### src/hdl/aprc_pkg.sv
package aprc_pkg;

  // ==========================================================================
  // Widths and timing.
  // ==========================================================================
  localparam int unsigned RES_W        = 12;
  localparam int unsigned BUS_W        = 12;
  localparam int unsigned BYTE_W       = 8;
  localparam int unsigned HI_NIB_LSB   = 8;
  localparam int unsigned NIB_W        = 4;
  localparam int unsigned CLK_MHZ      = 250;
  localparam int unsigned CONV_TIME_NS = 6000;
  localparam int unsigned CONV_CYCLES  = (CONV_TIME_NS * CLK_MHZ) / 1000;
  localparam logic [RES_W-1:0] RESULT_RST = 12'h000;

  // Host command kinds.
  localparam logic [1:0] CMD_WORD  = 2'h0;
  localparam logic [1:0] CMD_LOW   = 2'h1;
  localparam logic [1:0] CMD_HIGH  = 2'h2;

  // ==========================================================================
  // Device conversion states.
  // ==========================================================================
  typedef enum logic [1:0] {
    APRC_IDLE = 2'b01,
    APRC_CONV = 2'b10
  } aprc_dev_state_type;

  // Host access states.
  typedef enum logic [3:0] {
    APRC_H_IDLE = 4'b0001,
    APRC_H_STRB = 4'b0010,
    APRC_H_WAIT = 4'b0100,
    APRC_H_DONE = 4'b1000
  } aprc_host_state_type;

endpackage : aprc_pkg

### src/hdl/aprc_if.sv
`timescale 1ns/100ps
`default_nettype none
// Parallel bus between the converter and its host.
interface aprc_if;
  import aprc_pkg::*;
  logic             cs_n;
  logic             rd_n;
  logic             high_byte_sel;
  logic             busy_n;
  logic [BUS_W-1:0] data_o;
  logic             data_oe;
  logic [BUS_W-1:0] data;

  // Resolved bus level seen by the host; undriven lines read low.
  assign data = data_oe ? data_o : 12'h000;

  modport dev (input cs_n, rd_n, high_byte_sel, output busy_n, data_o, data_oe);
  modport host (output cs_n, rd_n, high_byte_sel, input busy_n, data);
endinterface : aprc_if
`default_nettype wire

### src/hdl/aprc_dev.sv
`timescale 1ns/100ps
`default_nettype none
module aprc_dev #(
  parameter int unsigned CONV_CYC = aprc_pkg::CONV_CYCLES
) (
  input  wire logic                     clk_i,
  input  wire logic                     rst_n_i,
  aprc_if.dev                           bus,
  input  wire logic [aprc_pkg::RES_W-1:0] sample_i,
  output logic                          conv_done_o
);
  import aprc_pkg::*;

  // ==========================================================================
  // Parameter checks.
  // ==========================================================================
  // The conversion down-counter is sixteen bits wide and loads one less than
  // the conversion length, so lengths it cannot hold are refused when the
  // design is built rather than misbehaving in the field.
  if (CONV_CYC < 2 || CONV_CYC > 65535) begin : g_bad_conv_cyc
    $error("aprc_dev: CONV_CYC out of range");
  end

  // ==========================================================================
  // Pin synchronisers.
  // ==========================================================================
  logic [2:0] sync1_ff;
  logic [2:0] sync2_ff;
  logic [2:0] nxt_sync1;
  logic [2:0] nxt_sync2;
  logic       cs_n_s;
  logic       rd_n_s;
  logic       hbs_s;

  // Two flops on each control pin from the host, which drives it from its
  // own timing. They reset to all ones, which holds the start gate below
  // closed until the host's real levels have passed both flops. Only the
  // second flop is read by the logic that follows.
  always_comb begin
    nxt_sync1 = {bus.cs_n, bus.rd_n, bus.high_byte_sel};
    nxt_sync2 = sync1_ff;
  end

  always_ff @(posedge clk_i) begin
    if (!rst_n_i) begin
      sync1_ff <= 3'h7;
      sync2_ff <= 3'h7;
    end else begin
      sync1_ff <= nxt_sync1;
      sync2_ff <= nxt_sync2;
    end
  end

  assign cs_n_s = sync2_ff[2];
  assign rd_n_s = sync2_ff[1];
  assign hbs_s  = sync2_ff[0];

  // ==========================================================================
  // Conversion engine.
  // ==========================================================================
  aprc_dev_state_type state_ff;
  aprc_dev_state_type nxt_state;
  logic [15:0]        cnt_ff;
  logic [15:0]        nxt_cnt;
  logic [RES_W-1:0]   result_ff;
  logic [RES_W-1:0]   nxt_result;
  logic               start_req;
  logic               gate_s;
  logic               gate_ff;
  logic               nxt_gate;
  logic               done_ff;
  logic               nxt_done;

  // The three controls are gated together; all of them low opens the gate.
  assign gate_s = !cs_n_s && !rd_n_s && !hbs_s;

  // A conversion starts on the edge at which the gate opens, not on its
  // level. A slow read keeps its strobe low after busy rises, and a level
  // start would launch a second conversion at that moment. The gate flop
  // resets closed, like idle pins, so leaving reset makes no false edge.
  assign start_req = gate_s && !gate_ff;

  // Idle waits for a start and on it loads one less than the
  // conversion length; the conversion state counts down to zero, so busy stays low for exactly
  // the conversion length in cycles, then latches the sample. The output latch updates at
  // the same edge that ends the conversion, so busy and the new data change
  // together.
  always_comb begin
    nxt_state  = state_ff;
    nxt_cnt    = cnt_ff;
    nxt_result = result_ff;
    nxt_gate   = gate_s;
    nxt_done   = 1'b0;
    case (state_ff)
      APRC_IDLE: begin
        if (start_req) begin
          nxt_state = APRC_CONV;
          nxt_cnt   = 16'(CONV_CYC - 1);
        end
      end
      APRC_CONV: begin
        // Further start conditions are ignored in this state.
        if (cnt_ff == 16'h0000) begin
          nxt_state  = APRC_IDLE;
          nxt_result = sample_i;
          nxt_done   = 1'b1;
        end else begin
          nxt_cnt = cnt_ff - 16'h0001;
        end
      end
      default: begin
        nxt_state = APRC_IDLE;
      end
    endcase
  end

  // Registers the engine; the gate flop keeps the previous gate level so
  // that only its opening edge counts as a start.
  always_ff @(posedge clk_i) begin
    if (!rst_n_i) begin
      state_ff  <= APRC_IDLE;
      cnt_ff    <= 16'h0000;
      result_ff <= RESULT_RST;
      gate_ff   <= 1'b0;
      done_ff   <= 1'b0;
    end else begin
      state_ff  <= nxt_state;
      cnt_ff    <= nxt_cnt;
      result_ff <= nxt_result;
      gate_ff   <= nxt_gate;
      done_ff   <= nxt_done;
    end
  end

  // ==========================================================================
  // Output drivers.
  // ==========================================================================
  logic [BUS_W-1:0] dout_ff;
  logic [BUS_W-1:0] nxt_dout;
  logic             oe_ff;
  logic             nxt_oe;

  // Builds the bus word: the top nibble always carries result bits 11..8,
  // and the low byte carries bits 7..0, or zeros over bits 11..8 while the
  // high byte is selected.
  function automatic logic [BUS_W-1:0] aprc_bus_word(input logic [RES_W-1:0] res,
                                                     input logic             hi_sel);
    logic [BUS_W-1:0] word;
    word[BUS_W-1:HI_NIB_LSB] = res[RES_W-1:HI_NIB_LSB];
    if (hi_sel) begin
      word[BYTE_W-1:0] = {4'h0, res[RES_W-1:HI_NIB_LSB]};
    end else begin
      word[BYTE_W-1:0] = res[BYTE_W-1:0];
    end
    return word;
  endfunction : aprc_bus_word

  // Output enable follows select and strobe. The bus word is built from the
  // next result, so new data lands on the same edge as busy rising; old data
  // is shown until then. A byte select that changes in the middle of an
  // access is not supported: the low byte follows the synchronised select.
  always_comb begin
    nxt_oe   = !cs_n_s && !rd_n_s;
    nxt_dout = aprc_bus_word(nxt_result, hbs_s);
  end

  // The data lines and their enable come from flops, so the bus shows no
  // decode glitches while the host samples it.
  always_ff @(posedge clk_i) begin
    if (!rst_n_i) begin
      dout_ff <= 12'h000;
      oe_ff   <= 1'b0;
    end else begin
      dout_ff <= nxt_dout;
      oe_ff   <= nxt_oe;
    end
  end

  // Registered data and enable go straight to the bus.
  assign bus.data_o  = dout_ff;
  assign bus.data_oe = oe_ff;

  // ==========================================================================
  // Status outputs.
  // ==========================================================================
  // Busy is decoded from the state register alone, so it is glitch free. It
  // is low for the whole conversion and rises on the edge that latches the
  // result, which is what lets a slow host hold its cycle open on it.
  assign bus.busy_n  = (state_ff != APRC_CONV);
  // One-cycle pulse the cycle after a result is latched, for local logic.
  assign conv_done_o = done_ff;

endmodule : aprc_dev
`default_nettype wire

### src/flat_wrapper.sv
// flat-port wrapper written by rule: the top's interface ports become plain ports
module aprc_dev_flat import aprc_pkg::*;
#(
  parameter int unsigned CONV_CYC = aprc_pkg::CONV_CYCLES
)
  (clk_i, rst_n_i, sample_i, conv_done_o, bus_cs_n, bus_rd_n, bus_high_byte_sel, bus_busy_n, bus_data_o, bus_data_oe);
  aprc_if bus_i ();
  input  wire logic clk_i;
  input  wire logic rst_n_i;
  input  wire logic [aprc_pkg::RES_W-1:0] sample_i;
  output logic conv_done_o;
  input wire logic [$bits(bus_i.cs_n)-1:0] bus_cs_n;
  input wire logic [$bits(bus_i.rd_n)-1:0] bus_rd_n;
  input wire logic [$bits(bus_i.high_byte_sel)-1:0] bus_high_byte_sel;
  output wire logic [$bits(bus_i.busy_n)-1:0] bus_busy_n;
  output wire logic [$bits(bus_i.data_o)-1:0] bus_data_o;
  output wire logic [$bits(bus_i.data_oe)-1:0] bus_data_oe;
  assign bus_i.cs_n = bus_cs_n;
  assign bus_i.rd_n = bus_rd_n;
  assign bus_i.high_byte_sel = bus_high_byte_sel;
  assign bus_busy_n = bus_i.busy_n;
  assign bus_data_o = bus_i.data_o;
  assign bus_data_oe = bus_i.data_oe;
  aprc_dev #(.CONV_CYC(CONV_CYC)) u_core (.clk_i(clk_i), .rst_n_i(rst_n_i), .bus(bus_i), .sample_i(sample_i), .conv_done_o(conv_done_o));
endmodule
### config.mk
export PLATFORM = sky130hd
export DESIGN_NAME = aprc_dev_flat
export DESIGN_NICKNAME = d
export VERILOG_FILES = /design/src/hdl/aprc_pkg.sv /design/src/hdl/aprc_if.sv /design/src/hdl/aprc_dev.sv /design/src/flat_wrapper.sv
export SDC_FILE = /design/constraint.sdc
export NUM_CORES = 1
export LEC_CHECK = 0
export BUFFER_PORTS_ARGS = -buffer_cell sky130_fd_sc_hd__buf_2
export CELL_PAD_IN_SITES_DETAIL_PLACEMENT = 0
export CELL_PAD_IN_SITES_GLOBAL_PLACEMENT = 1
export CORE_MARGIN = 2
export CORE_UTILIZATION = 45
export DETAILED_ROUTE_END_ITERATION = 12
export GPL_TIMING_DRIVEN = 0
export PLACE_DENSITY_LB_ADDON = 0.08
export SLEW_MARGIN = 20
export SYNTH_ARGS = -nofsm -noshare
export SYNTH_HDL_FRONTEND = slang
export SYNTH_SLANG_ARGS = --single-unit
### constraint.sdc
create_clock -name clk_i -period 3.85 [get_ports clk_i]
set_input_delay 1.155 -clock clk_i [delete_from_list [all_inputs] [get_ports clk_i]]
set_output_delay 1.155 -clock clk_i [all_outputs]
set_load 0.005 [all_outputs]
==> impl_metrics.yaml <==
run_status:
  status: "finished clean"
power_and_ir_drop:
  leakagePower_nw: 0.931
  p_int_mw: 0.936
  total_power_mw: 1.50
  ir_drop_v: 0.000404
  p_sw_mw: 0.560
  power_density_nw_per_um2: 646
  clock_power_share: 0.213
  swShare: 0.374
  seqPwrFrac: 0.420
  power_frac_comb: 0.367
clocking:
  cts_tree: "built"
  cts-buffers-inserted: 5
  clkTransAtPathRegs_ps: 80
  cts-root-buf: "clkbuf_8"
  cts_setup_buffers: 0
  htree_levels: 2
  post_cts_resized: 0
  postCtsHoldBufs: 0
  clock_path_buffers: 2
  clock_sinks: 47
  clk_latency_ps: 310
yosys:
  synth_flop_cell: "dfxtp_1"
  synthArstFlopShare: 0
  synth_edf_count: 0
  ys_ff_latch: 47
  yosysWarnings: 0
  synth_cell_types: 44
  synth.cell_area_um2: 2000
  synthCells: 213
  synth_area_per_cell_um2: 9.38
  syn-num-nets: 234
  seq_area_frac_synth: 0.471
placement:
  gp_congestion: 0.784
  post-dp-hpwl_um: 2990
  port_buffers: 31
drt:
  viasPerCell: 5.41
  avgRoutedWirePerCell_um: 13.5
  drc_errors: 0
  drt-total-wl_um: 4090
  detail_route.first_pass.iterations: 4
  detail-route-antenna-nets: 0
  vias: 1645
  drt_iter0_drc: 94
worst_setup_path:
  crit_arrival_ps: 1210
  crit_path_start_kind: "flip-flop"
  reg2reg_slack_ps: 1790
  cp.buffers_inverters: 3
  cp_top_family: "flip-flops"
  slowest_delay_ps: 360
  endpoint_kind: "output port"
  worstPathRequired_ps: 2690
  crit_type: "flip-flop to output port"
  r2r-start: "u_core.cnt_ff[0]"
  cp_max_fo: 5
  crit_path_top_delay_cell: "dfxtp_1"
  path_cells: "inv_1 -> ha_1 -> inv_2 -> buf_2"
  ff2ff_path_depth: 8
  r2r_end: "u_core.cnt_ff[4]"
global_route:
  grt_max_degree: 16
  antenna_found_initial: 0
  grt-ovfl-total: 0
  grt_pass1_vias: 1546
  grt_pass1_wl_um: 7090
  grt_use_total: 0.180
layout:
  antenna_cells: 0
  nNetsFinal: 272
  area_growth_pct: 16.0
  layout-drive-gt1-share: 0.230
  fin_util: 0.536
min_path:
  min_path_type: "flip-flop to flip-flop"
  min_to: "u_core.sync2_ff[0]"
  hp-start: "u_core.nxt_sync2[0]"
  hold_depth: 1
timing:
  worst_slew_margin_rel: 0.680
  skew_ps: 8.39
  finalWorstPathRequiredPeriod_ps: 2370
  fin_tns_setup_ps: 0
  hold_viol: 0
  max_freq_mhz: 422
  drv_slew: 0
  final-setup-viol-count: 0
  worst_pin_slew_ps: 476
  rsz0062_at_grt: "false"
  finalCritPeriodShare: 0.615
floorplan:
  dieArea_um2: 4990
  ioPinCount: 32
  start_util: 0.462
  dieWidth_um: 70.6
  die_h_um: 70.6
  rows: 24
  core_um2: 4320
flow_run:
  drv_cap: 0
-- cell usage after synthesis (5+ instances only) --
library cell,count,share of area
nand2b_1,7,0.022
dfxtp_1,47,0.47
buf_4,5,0.019
a22oi_1,8,0.030
nor3_1,6,0.015
inv_1,5,0.0094
a21oi_1,21,0.053
nand2_1,18,0.034
nor2_1,19,0.036
nand3_1,5,0.013
nand4_1,5,0.016
xor2_1,7,0.031
-- sequential cells by signal, indices dropped and copies added (netlist names) --
signal              flops
u_core.bus.data_o       9
u_core.bus.data_oe      1
u_core.cnt_ff          16
u_core.conv_done_o      1
u_core.gate_ff          1
u_core.nxt_sync2        3
u_core.result_ff       11
u_core.state_ff         2
u_core.sync2_ff         3
-- routing by layer --
metal	part of all wire	GRT usage	wire length (µm)	vias up
met3	0.039	0.0484	160	7
li1	-	-	-	831
met2	0.46	0.277	1890	24
met4	0.015	0.0629	63	0
met1	0.48	0.246	1970	783
met5	0	0	0	-
-- layout by cell type (no fill, tap or decap), drive strengths merged, types with 7 or more instances in the layout --
master,n
a21oi,21
a22oi,8
buf,37
clkbuf,11
dfxtp,47
nand2,21
nand2b,7
nor2,20
nor3,7
xor2,7
-- through the flow --
| stage | cell area (µm²) | std cells | hold slack (ps) | setup WS [ps] |
|---|---|---|---|---|
| after floorplan | 2000 | 213 | 386 | 2000 |
| after global placement | 2220 | 296 | 388 | 1660 |
| after detailed placement | 2220 | 296 | 397 | 1650 |
| after CTS | 2320 | 304 | 419 | 1460 |
| after global routing | 2320 | 304 | 429 | 1390 |
| final | 2320 | 304 | 416 | 1480 |
-- logic make-up (layout without fill, tap and decap cells) --
logic type	count (synthesis)	after routing	share of synthesized area
simple gates	86	86	0.251
compound gates	48	48	0.155
flops	47	47	0.471
buf+inv	17	56	0.0470
xor+xnor	7	7	0.0307
fa+ha+maj	4	4	0.0251
mux	4	4	0.0201
-- cell type report --
class / instances / area [µm²]
clock buffers: 6 / 82.6
well taps: 52 / 65.1
repair buffers: 31 / 155
fillers: 440 / 2010
inverters: 6 / 22.5
multi-input cells: 149 / 962
flip-flops and latches: 47 / 941
plain buffers: 11 / 71.3
clock inverters: 2 / 16.3
-- power groups by stage --
stage	Combinational (mW)	Clock (mW)	Sequential, mW
after floorplan	0.446	0	0.623
after global placement	0.550	0	0.638
after detailed placement	0.547	0	0.639
after CTS	0.549	0.331	0.629
after global routing	0.610	0.348	0.643
final	0.549	0.319	0.629
-- worst max path at each step --
stage / start / end / slack [ps] / cells past startpoint
3_3_place_gp: rst_n_i / u_core.cnt_ff[5] / 1660 / 4
6_report: u_core.state_ff[0] / bus_busy_n / 1480 / 4
5_1_grt: u_core.state_ff[0] / bus_busy_n / 1390 / 4
3_5_place_dp: rst_n_i / u_core.cnt_ff[14] / 1650 / 4
4_1_cts: u_core.state_ff[0] / bus_busy_n / 1460 / 4
2_1_floorplan: u_core.cnt_ff[0] / u_core.cnt_ff[4] / 2000 / 8
Power figures use the tool's default switching activity.
